### src/shared/csc_map.vh
// Register map, field positions and duty constants of the speed curve.
// Assumes byte registers written by the serial interface logic outside.
//
// Contract
// - Start, stop and top duty thresholds decode from codes in 1/512 units; stop duty here is its code times two, top duty its code plus 257, over 512.
// - Initial speed is a 12-bit rpm code over high byte and upper nibble of low byte.
// - First slope code is 14 bits, 0.08 rpm per percent per step.
// - No top speed is stored; it follows from the curve at top duty.
// - Open band returns to closed loop at top minus (hyst+1) x 0.4%.
// - Flags clear: zero at or below halt duty, hysteresis up to start.
// - Zero-means-full makes 0% a full request, speed or 100% output.
// - Never-halt holds start speed low; with zero-full, full up to halt.
// - Breakpoint duty is its code times two over 512.
// - First slope runs from start duty to the breakpoint.
// - Second slope runs from breakpoint to top, from breakpoint speed.
// - Breakpoint code zero means a single slope to top duty.
// - Breakpoint works together with open band and low-command options.
// - Speed command is resolved to 9-bit duty, 1/512 units.
// - Loop select bit 0 is closed loop, 1 is open loop.
// - Open band: output duty equals input duty at or above top duty.
`ifndef CSC_MAP_VH
`define CSC_MAP_VH

// ------------------------------------------------------------
// Register offsets
// ------------------------------------------------------------
`define CSC_ADDR_HALT 8'h02
`define CSC_ADDR_START 8'h03
`define CSC_ADDR_BP 8'h04
`define CSC_ADDR_TOP 8'h05
`define CSC_ADDR_SPD_HI 8'h06
`define CSC_ADDR_SPD_LO 8'h07
`define CSC_ADDR_S1_HI 8'h08
`define CSC_ADDR_S1_LO 8'h09
`define CSC_ADDR_S2_HI 8'h0A
`define CSC_ADDR_S2_LO 8'h0B
`define CSC_REG_RST 8'h00
`define CSC_RD_NONE 8'h00
`define CSC_BP_NONE 8'h00

// ------------------------------------------------------------
// Field positions
// ------------------------------------------------------------
`define CSC_NEVER_HALT_BIT 7
`define CSC_OPEN_TOP_BIT 1
`define CSC_ZERO_FULL_BIT 0
`define CSC_LOOP_SEL_BIT 0

// ------------------------------------------------------------
// Duty scale, 1/512 units
// ------------------------------------------------------------
`define CSC_DUTY_FULL 10'h200
`define CSC_TOP_OFFSET 10'h101
`define CSC_DUTY_ZERO 10'h000
`define CSC_SPEED_ZERO 20'h00000
`define CSC_SLOPE_SHIFT 6

`endif

### src/rtl/csc_curve.v
// Closed-loop speed curve: maps the duty command to a target speed.
// Assumes the command is already a duty in 1/512 units, synchronous to
// clk_sys, and that a regulator downstream follows the target speed.
`timescale 1ns/10ps
`include "csc_map.vh"

module csc_curve (
    // Clock and reset
    input wire clk_sys,
    input wire sys_rst,
    // Register access
    input wire reg_wr_en,
    input wire reg_rd_en,
    input wire [7:0] reg_addr,
    input wire [7:0] reg_wr_data,
    output wire [7:0] reg_rd_data_r,
    // Speed command, duty in 1/512 units
    input wire [9:0] speed_command,
    // Curve outputs
    output reg [19:0] target_speed_r,
    output reg open_drive_r,
    output reg [9:0] out_duty_r,
    output reg closed_loop_r,
    output reg motor_run_r
);

    // ------------------------------------------------------------
    // Configuration fields
    // ------------------------------------------------------------
    wire [6:0] halt_duty_code;
    wire never_halt_bit;
    wire [7:0] start_duty_code;
    wire [7:0] breakpoint_duty_code;
    wire [7:0] top_duty_code;
    wire [11:0] initial_speed_code;
    wire [3:0] top_band_hysteresis;
    wire [13:0] first_slope_code;
    wire open_top_band_bit;
    wire zero_means_full_bit;
    wire [13:0] second_slope_code;
    wire loop_select_bit;

    csc_regs u_regs (
        .clk_sys(clk_sys),
        .sys_rst(sys_rst),
        .reg_wr_en(reg_wr_en),
        .reg_rd_en(reg_rd_en),
        .reg_addr(reg_addr),
        .reg_wr_data(reg_wr_data),
        .reg_rd_data_r(reg_rd_data_r),
        .halt_duty_code(halt_duty_code),
        .never_halt_bit(never_halt_bit),
        .start_duty_code(start_duty_code),
        .breakpoint_duty_code(breakpoint_duty_code),
        .top_duty_code(top_duty_code),
        .initial_speed_code(initial_speed_code),
        .top_band_hysteresis(top_band_hysteresis),
        .first_slope_code(first_slope_code),
        .open_top_band_bit(open_top_band_bit),
        .zero_means_full_bit(zero_means_full_bit),
        .second_slope_code(second_slope_code),
        .loop_select_bit(loop_select_bit)
    );

    // ------------------------------------------------------------
    // Arithmetic helpers
    // ------------------------------------------------------------
    // Positive part of a difference, zero when b is above a
    function [9:0] excess;
        input [9:0] a;
        input [9:0] b;
        begin
            excess = (a > b) ? (a - b) : `CSC_DUTY_ZERO;
        end
    endfunction

    // Speed after a straight segment: base + slope x span / 64
    function [19:0] seg_speed;
        input [19:0] base;
        input [13:0] slope;
        input [9:0] span;
        reg [23:0] prod;
        begin
            prod = {10'h000, slope} * {14'h0000, span};
            seg_speed = base + {2'b00, prod[23:`CSC_SLOPE_SHIFT]};
        end
    endfunction

    // Full curve at duty d, d already clamped to top duty
    function [19:0] curve_at;
        input [9:0] d;
        input bp_on;
        input [9:0] bp_d;
        input [19:0] bp_spd;
        input [9:0] st_d;
        input [19:0] st_spd;
        input [13:0] s1;
        input [13:0] s2;
        begin
            if (bp_on && (d > bp_d)) begin
                curve_at = seg_speed(bp_spd, s2, excess(d, bp_d));
            end else begin
                curve_at = seg_speed(st_spd, s1, excess(d, st_d));
            end
        end
    endfunction

    // ------------------------------------------------------------
    // Duty thresholds
    // ------------------------------------------------------------
    // saturate to full duty
    wire [9:0] cmd = (speed_command > `CSC_DUTY_FULL) ?
        `CSC_DUTY_FULL : speed_command;

    wire [9:0] start_duty = {2'b00, start_duty_code};
    wire [9:0] halt_duty = {2'b00, halt_duty_code, 1'b0};
    wire [9:0] top_duty = {2'b00, top_duty_code} + `CSC_TOP_OFFSET;

    wire [9:0] bp_duty = {1'b0, breakpoint_duty_code, 1'b0};

    wire [4:0] hys_steps = {1'b0, top_band_hysteresis} + 5'h01;
    wire [9:0] return_duty = top_duty - {4'h0, hys_steps, 1'b0};

    wire [19:0] start_speed = {8'h00, initial_speed_code};

    // ------------------------------------------------------------
    // Curve evaluation
    // ------------------------------------------------------------
    // zero code disables breakpoint
    // misplaced breakpoint falls back to one slope
    wire bp_on = (breakpoint_duty_code != `CSC_BP_NONE) &&
        (bp_duty > start_duty) && (bp_duty < top_duty);

    wire [19:0] bp_speed = seg_speed(start_speed, first_slope_code,
        excess(bp_duty, start_duty));

    wire [9:0] cmd_clamped = (cmd > top_duty) ? top_duty : cmd;

    wire [19:0] cmd_speed = curve_at(cmd_clamped, bp_on, bp_duty, bp_speed,
        start_duty, start_speed, first_slope_code, second_slope_code);

    wire [19:0] top_speed = curve_at(top_duty, bp_on, bp_duty, bp_speed,
        start_duty, start_speed, first_slope_code, second_slope_code);

    // ------------------------------------------------------------
    // Command zones
    // ------------------------------------------------------------
    wire zone_zero = (cmd == `CSC_DUTY_ZERO);
    wire zone_low = !zone_zero && (cmd <= halt_duty);
    wire zone_band = !zone_zero && !zone_low && (cmd <= start_duty);
    wire zone_top = (cmd >= top_duty);

    // with never-halt, full request up to halt duty
    wire full_req = zero_means_full_bit &&
        (zone_zero || (never_halt_bit && zone_low));

    // ------------------------------------------------------------
    // Run and open-band state
    // ------------------------------------------------------------
    // Run state gives the band its hysteresis: a stopped motor stays
    // stopped until start duty, a running one runs down to halt duty.
    reg run_nxt;
    reg open_band_r;
    reg open_band_nxt;

    always @* begin
        run_nxt = motor_run_r;
        if (cmd > start_duty) begin
            run_nxt = 1'b1;
        end else if (cmd <= halt_duty) begin
            run_nxt = 1'b0;
        end
    end

    always @* begin
        open_band_nxt = open_band_r;
        if (!open_top_band_bit || loop_select_bit) begin
            open_band_nxt = 1'b0;
        // enter open band at top duty
        end else if (zone_top) begin
            open_band_nxt = 1'b1;
        end else if (cmd <= return_duty) begin
            open_band_nxt = 1'b0;
        end
    end

    // ------------------------------------------------------------
    // Output selection
    // ------------------------------------------------------------
    // Priority: loop select, full request, low zones, open band, curve.
    // breakpoint curve shared by the full request, open band and curve options below
    reg [19:0] speed_nxt;
    reg open_nxt;
    reg [9:0] duty_nxt;
    reg closed_nxt;

    always @* begin
        speed_nxt = `CSC_SPEED_ZERO;
        open_nxt = 1'b0;
        duty_nxt = `CSC_DUTY_ZERO;
        closed_nxt = 1'b1;
        if (loop_select_bit) begin
            closed_nxt = 1'b0;
        end else if (full_req) begin
            speed_nxt = top_speed;
            if (open_top_band_bit) begin
                open_nxt = 1'b1;
                duty_nxt = `CSC_DUTY_FULL;
            end
        end else if (zone_zero || zone_low) begin
            speed_nxt = never_halt_bit ? start_speed : `CSC_SPEED_ZERO;
        end else if (zone_band) begin
            speed_nxt = (never_halt_bit || motor_run_r) ?
                start_speed : `CSC_SPEED_ZERO;
        end else if (open_band_nxt) begin
            speed_nxt = top_speed;
            open_nxt = 1'b1;
            duty_nxt = cmd;
        end else begin
            speed_nxt = cmd_speed;
        end
    end

    // ------------------------------------------------------------
    // Output registers
    // ------------------------------------------------------------
    always @(posedge clk_sys) begin
        if (sys_rst) begin
            target_speed_r <= `CSC_SPEED_ZERO;
            open_drive_r <= 1'b0;
            out_duty_r <= `CSC_DUTY_ZERO;
            closed_loop_r <= 1'b1;
            motor_run_r <= 1'b0;
            open_band_r <= 1'b0;
        end else begin
            target_speed_r <= speed_nxt;
            open_drive_r <= open_nxt;
            out_duty_r <= duty_nxt;
            closed_loop_r <= closed_nxt;
            motor_run_r <= run_nxt;
            open_band_r <= open_band_nxt;
        end
    end

endmodule

### src/rtl/csc_regs.v
// Byte register file of the speed curve, with field decode.
// Assumes one write or read strobe per access from the serial interface.
`timescale 1ns/10ps
`include "csc_map.vh"

module csc_regs (
    // Clock and reset
    input wire clk_sys,
    input wire sys_rst,
    // Byte access
    input wire reg_wr_en,
    input wire reg_rd_en,
    input wire [7:0] reg_addr,
    input wire [7:0] reg_wr_data,
    output reg [7:0] reg_rd_data_r,
    // Decoded fields
    output wire [6:0] halt_duty_code,
    output wire never_halt_bit,
    output wire [7:0] start_duty_code,
    output wire [7:0] breakpoint_duty_code,
    output wire [7:0] top_duty_code,
    output wire [11:0] initial_speed_code,
    output wire [3:0] top_band_hysteresis,
    output wire [13:0] first_slope_code,
    output wire open_top_band_bit,
    output wire zero_means_full_bit,
    output wire [13:0] second_slope_code,
    output wire loop_select_bit
);

    reg [7:0] regs_r [0:9];
    integer i;

    // ------------------------------------------------------------
    // Address decode
    // ------------------------------------------------------------
    function in_map;
        input [7:0] a;
        begin
            in_map = (a >= `CSC_ADDR_HALT) && (a <= `CSC_ADDR_S2_LO);
        end
    endfunction

    wire [7:0] idx_full = reg_addr - `CSC_ADDR_HALT;
    wire [3:0] idx = idx_full[3:0];

    always @(posedge clk_sys) begin
        if (sys_rst) begin
            for (i = 0; i < 10; i = i + 1) begin
                regs_r[i] <= `CSC_REG_RST;
            end
            reg_rd_data_r <= `CSC_RD_NONE;
        end else begin
            if (reg_wr_en && in_map(reg_addr)) begin
                regs_r[idx] <= reg_wr_data;
            end
            // Unmapped reads answer zero
            if (reg_rd_en) begin
                reg_rd_data_r <= in_map(reg_addr) ? regs_r[idx] : `CSC_RD_NONE;
            end
        end
    end

    // ------------------------------------------------------------
    // Field decode
    // ------------------------------------------------------------
    assign halt_duty_code = regs_r[0][6:0];
    assign never_halt_bit = regs_r[0][`CSC_NEVER_HALT_BIT];
    assign start_duty_code = regs_r[1];
    assign breakpoint_duty_code = regs_r[2];
    assign top_duty_code = regs_r[3];
    assign initial_speed_code = {regs_r[4], regs_r[5][7:4]};
    assign top_band_hysteresis = regs_r[5][3:0];
    assign first_slope_code = {regs_r[6], regs_r[7][7:2]};
    assign open_top_band_bit = regs_r[7][`CSC_OPEN_TOP_BIT];
    assign zero_means_full_bit = regs_r[7][`CSC_ZERO_FULL_BIT];
    assign second_slope_code = {regs_r[8], regs_r[9][7:2]};
    assign loop_select_bit = regs_r[9][`CSC_LOOP_SEL_BIT];

endmodule

### config.mk
export PLATFORM = sky130hd
export DESIGN_NAME = csc_curve
export DESIGN_NICKNAME = d
export VERILOG_FILES = /design/src/rtl/csc_curve.v /design/src/rtl/csc_regs.v
export VERILOG_INCLUDE_DIRS = /design/src /design/src/shared
export SDC_FILE = /design/constraint.sdc
export NUM_CORES = 2
export LEC_CHECK = 0
export BUFFER_PORTS_ARGS = -buffer_cell sky130_fd_sc_hd__buf_2
export CORE_UTILIZATION = 60
export CTS_BUF_LIST = sky130_fd_sc_hd__clkbuf_4
export DETAILED_ROUTE_END_ITERATION = 16
export PLACE_DENSITY = 0.77
export SLEW_MARGIN = 30
export SYNTH_ARGS = -nofsm -noshare
export SYNTH_HDL_FRONTEND = slang
export SYNTH_SLANG_ARGS = --single-unit
### constraint.sdc
create_clock -name clk_sys -period 36 [get_ports clk_sys]
set_input_delay 5.4 -clock clk_sys [delete_from_list [all_inputs] [get_ports clk_sys]]
set_output_delay 5.4 -clock clk_sys [all_outputs]
set_load 0.005 [all_outputs]
# Word-level counts from Yosys, hierarchy flattened
# Memories as Yosys holds them, arrays and structs flattened.
# Cells that the tools add are included.
# totals
reg_bits	42
mem_bits_rw	80
inputBits	30
output_inout_bits	41
word_cells	105
memories	1
# op_classes
addsub	14
multipliers	5
n_lt_le_gt_ge	15
n_mux	40
n_reduce_logical	23
# mem_list
memory	depth	word_bits	read_ports	rd_ports_with_merged_regs	wr	line_no	text
u_regs.regs_r	10	8	11	0	10	csc_regs.v:31	reg [7:0] regs_r [0:9];
# ops
op	count
multiplier 14 x 10 -> 24 bit	5
two-way mux 10 bit	12
two-way mux 20 bit	6
adder 12 x 18 -> 19 bit	3
adder 19 x 18 -> 20 bit	2
greater-than comparator 10 x 8 -> 1 bit	3
two-way mux 12 bit	2
greater-than comparator 10 x 9 -> 1 bit	2
<= comparator 10 x 8 -> 1 bit	2
subtractor 10 x 8 -> 10 bit	2
subtractor 10 x 9 -> 10 bit	2
two-way mux 1 bit	17
two-way mux 8 bit	2
logical AND 1 bit	11
adder 8 x 9 -> 10 bit (second input constant)	1
>= comparator 10 bit	1
greater-than comparator 10 bit	1
greater-than comparator 10 bit (second input constant)	1
<= comparator 10 bit	1
zero test 10 bit	1
< comparator 9 x 10 -> 1 bit	1
subtractor 10 x 6 -> 10 bit	1
subtractor 9 x 8 -> 10 bit	1
greater-than comparator 9 x 8 -> 1 bit	1
other kinds (11)	16

# Logic depth before layout (Yosys ltp)
# logic_depth
word_depth	13
mapped_depth	57
ltp_nobuf	55

# Cells and area by module
# From an unflattened synthesis, not the netlist that was laid out.
# hier_totals
cells_unflattened	4092
hier_area_um2	35838.1
# modules_own_cells
mod	n_inst	cells_each	area_per_inst_um2	seq_area_each_um2
csc_curve	1	3670	29762.3	680.7
csc_regs	1	422	6075.8	4003.8

# Worst setup path before layout
# OpenSTA, ideal clock, no wires.
# synth_timing
path_type	input to register
from	input port speed_command[9]
to	register target_speed_r[17]
setup_time_ns	0.125
t_arrival_ns	15.578
t_required_ns	35.875
path_slack_ns	20.297
path_stages	50
n_path_buf	3
path_cell_list	clkbuf_1 > nand2b_1 > inv_1 > ha_1 > nand4_1 > a211oi_2 > a2111oi_4 > nor2_1 > clkbuf_1 > mux2i_1 > ha_1 > a21o_1 > a21oi_1 > nor2b_1 > o31ai_1 > nand2b_1 > o31a_1 > nor2_1 > (+14 left out) > o211ai_1 > a21oi_1 > a21bo_1 > a21o_1 > and2_1 > o21a_1 > nor2_1 > xnor2_1 > ha_1 > o21ai_0 > o21ai_0 > a31oi_1 > nor2b_1 > o21a_1 > o211a_1 > xor2_1 > a22oi_1 > a31oi_1
# synth_via
elab_chain_len	13
elab_cells_between_ends	37
classes_between	4 x add/sub; 2 x mul; 8 x order compare; 12 x mux; 11 x reduce/logical
# synth_lines
element	line_no	text
start: declaration	csc_curve.v:18	input wire [9:0] speed_command,
greater-than comparator 10 bit (no source line) (*)	n/a	
two-way mux 10 bit (*)	csc_curve.v:112	wire [9:0] cmd = (speed_command > `CSC_DUTY_FULL) ?
net cmd[5]	csc_curve.v:112	
greater-than comparator 10 bit	csc_curve.v:137	wire [9:0] cmd_clamped = (cmd > top_duty) ? top_duty : cmd;
two-way mux 10 bit	csc_curve.v:137	
subtractor 10 x 9 -> 10 bit (tied with other cells)	csc_curve.v:73	excess = (a > b) ? (a - b) : `CSC_DUTY_ZERO;
two-way mux 10 bit (no source line)	n/a	
multiplier 14 x 10 -> 24 bit	csc_curve.v:84	prod = {10'h000, slope} * {14'h0000, span};
adder 19 x 18 -> 20 bit or adder 12 x 18 -> 19 bit (tied branches)	csc_curve.v:85	seg_speed = base + {2'b00, prod[23:`CSC_SLOPE_SHIFT]};
two-way mux 20 bit	csc_curve.v:100	if (bp_on && (d > bp_d)) begin
two-way mux 20 bit	csc_curve.v:215	end else if (open_band_nxt) begin
two-way mux 20 bit	csc_curve.v:212	end else if (zone_band) begin
two-way mux 20 bit	csc_curve.v:210	end else if (zone_zero || zone_low) begin
two-way mux 20 bit (*)	csc_curve.v:204	end else if (full_req) begin
end signal: assignment	csc_curve.v:229	target_speed_r <= `CSC_SPEED_ZERO;
end signal: assignment	csc_curve.v:236	target_speed_r <= speed_nxt;
end: declaration	csc_curve.v:20	output reg [19:0] target_speed_r,
# Mark *: on every way through the listed nets, which the timed path passes. The rest lies on a longest branch.
# A chain may end at the register's enable or synchronous reset.

# Worst setup path in the final report
# Same ends and word-level chain as after synthesis.

==> flow_summary.json <==
{
  "outcome": "completed",
  "wirelength_um": 95700,
  "fin_crit_ps": 17050,
  "slew_viol_final": 0,
  "routed-wl-met3_um": 8798,
  "htreeDepth": 4,
  "grt_pass1_vias": 28260,
  "synth-edff-count": 128,
  "rsz0062_at_grt": "no",
  "grt_overflow": 0,
  "fin_util": 0.6324,
  "finalCritPeriodShare": 0.4737,
  "fmax_mhz": 58.64,
  "critPathKind": "in2reg",
  "die_height_um": 243.4,
  "cts_inserted_buffers": 17,
  "cts_setup_buffers": 0,
  "fill_cells": 4935,
  "grt_use_total": 0.3347,
  "worstPathArrival_ps": 17600,
  "area_delta_synth_final_pct": 4.340,
  "dr_wl_met2_um": 43950,
  "vias": 27730,
  "cts_tree": "yes",
  "dieArea_sq_um": 59250,
  "clock_path_buffers": 2,
  "wl_met1_um": 39140,
  "synthTopCellsByArea": "fa_1, ha_1, edfxtp_1",
  "synth.net_count": 4877,
  "antenna_found_initial": 4,
  "cp_top_family": "compound AO/OA/AOI/OAI gates",
  "core.rowCount": 88,
  "hpwl_um": 76580,
  "fin_worst_skew_ps": 48.36,
  "worst_slew_pin_slew_ps": 1028,
  "io_pins": 71,
  "syn_area_per_cell_sq_um": 8.894,
  "core_sq_um": 57700,
  "dr.max_layer_used": "met4",
  "first_pass_iters": 8,
  "crit_fanout": 17,
  "grt_max_degree": 44,
  "portBuffers": 70,
  "ys_ff_latch": 170,
  "synth_ff_type": "edfxtp_1",
  "synthArstFlopShare": 0,
  "grt_pass1_wl_um": 154000,
  "synth_area_sq_um": 34970,
  "clk_pin_slew_ps": 220,
  "slew-limit-headroom": 0.3121,
  "root_buffer": "clkbuf_4",
  "place.gp.congestion": 1.029,
  "ys_seq_area_frac": 0.1340,
  "synth_cell_types": 89,
  "cap_violations": 0,
  "drive_above_1_share": 0.06331,
  "worst_ep_required_time_ps": 36550,
  "yosysWarnings": 0,
  "cp-start-kind": "input pin",
  "die_w_um": 243.4,
  "drc_errors": 0,
  "syn_inst": 3932,
  "finalHoldViolations": 0,
  "antenna_left": 0,
  "cp_slowest_cell": "nor2_1",
  "cts_resized": 0,
  "endpoint_kind": "flip-flop",
  "start_util": 0.6061,
  "nets": 4865,
  "hp-class": "reg2reg",
  "cp_num_buf_inv": 6,
  "yosysTopAreaCell": "fa_1",
  "tns_ps": 0,
  "cts_hold_buf": 0,
  "cts.sinks": 170,
  "setup_viol": 0,
  "clock_latency_ps": 660,
  "vias_per_cell": 5.901,
  "wl_per_cell_um": 20.36,
  "drtIter0Drc": 2311,
  "max_stage_delay_ps": 700,
  "synth_top_area_frac": 0.2725
}
## synth_stat cells, types with 32 or more instances
library cell and count:
inv_1 620, nand2_1 533, fa_1 476, ha_1 439, and2_1 280, nor2_1 246
clkbuf_1 144, a21oi_1 135, xnor2_1 130, edfxtp_1 128, o21ai_0 88, a21o_1 66
xor2_1 61, nand3_1 50, nor3_1 50, nor2b_1 48, nand2b_1 44, dfxtp_1 42
mux4_2 40, o21a_1 32
## layout by cell type (no fill, tap or decap), types with 10 or more instances in the layout
| master | n |
|---|---|
| nor3_1 | 49 |
| nand2_1 | 533 |
| a211oi_1 | 19 |
| mux4_2 | 40 |
| nor2b_1 | 48 |
| dfxtp_1 | 42 |
| and2_1 | 280 |
| o21ai_0 | 88 |
| clkbuf_4 | 17 |
| and3_1 | 27 |
| o21a_1 | 32 |
| a21o_1 | 66 |
| o21bai_1 | 18 |
| buf_4 | 52 |
| edfxtp_1 | 128 |
| o21ai_1 | 10 |
| nor4_1 | 11 |
| fa_1 | 476 |
| a21oi_1 | 134 |
| ha_1 | 439 |
| a22oi_1 | 14 |
| inv_1 | 620 |
| nand2b_1 | 44 |
| nand4_1 | 24 |
| nand3_1 | 50 |
| nor2_2 | 16 |
| buf_2 | 69 |
| xnor2_1 | 130 |
| xor2_1 | 61 |
| nor2_1 | 230 |
| or3_1 | 14 |
## registers in the layout (all words and copies together) (netlist names)
name	flops
out_duty_r	10
open_drive_r	1
open_band_r	1
u_regs.regs_r	128
closed_loop_r	1
motor_run_r	1
target_speed_r	20
u_regs.reg_rd_data_r	8
## worst min-delay path: cells and delay by family (launching register included)
family             cells  cell delay [ps]
DFF                    1              350
and+or+nand+nor        1               60
AOI/OAI and AO/OA      1               60
## kinds of logic (layout without fill, tap and decap cells)
| family | count (synthesis) | count (layout) | synth area share |
|---|---|---|---|
| and+or+nand+nor | 1353 | 1353 | 0.1852 |
| adders and majority gates | 916 | 916 | 0.4299 |
| buffers and inverters | 772 | 773 | 0.08304 |
| AOI/OAI and AO/OA | 480 | 480 | 0.09124 |
| xor gates and xnor gates | 192 | 192 | 0.04830 |
| DFF | 170 | 170 | 0.1340 |
| muxes | 49 | 49 | 0.02844 |
| other | 0 | 2 | 0 |
## metal layers
layer / vias up / GRT usage
met5: - / 0
met2: 1199 / 0.5382
met1: 13670 / 0.4511
li1: 12650 / -
met4: 0 / 0.1265
met3: 212 / 0.06026
## stage by stage
stage                     setup WS (ps)  hold slack, ps  std cells  instance area (sq um)
after floorplan                   20300           454.9       3932                  34970
after global placement            18690           456.9       4666                  36080
after detailed placement          18580           460.4       4666                  36100
after CTS                         19260           485.0       4698                  36440
after global routing              18020           512.8       4700                  36490
final                             18950           486.4       4700                  36490
## final cells by class
type / count / area, sq um / share of cell area
inverters: 620 / 2327 / 0.06378
clock buffers: 17 / 127.6 / 0.003498
diodes: 2 / 5.005 / 0.0001372
flip-flops and latches: 170 / 4684 / 0.1284
well taps: 765 / 957.2 / 0.02623
repair buffers: 121 / 735.7 / 0.02016
clock inverters: 15 / 214.0 / 0.005864
multi-input cells: 2990 / 27440 / 0.7519
## worst paths after layout
| path | start | to | slack [ps] | depth (start not counted) |
|---|---|---|---|---|
| hold reg to reg | u_regs.reg_rd_data_r[1] | u_regs.reg_rd_data_r[1] | 490 | 2 |
| setup / recovery | speed_command[9] | target_speed_r[17] | 18950 | 46 |
| setup reg to reg | u_regs.regs_r[3][0] | target_speed_r[17] | 22150 | 48 |
| hold / removal | u_regs.reg_rd_data_r[1] | u_regs.reg_rd_data_r[1] | 490 | 2 |
Power is not shown: default switching activity piles up to over one toggle a cycle in this logic, so the estimate is an artifact.
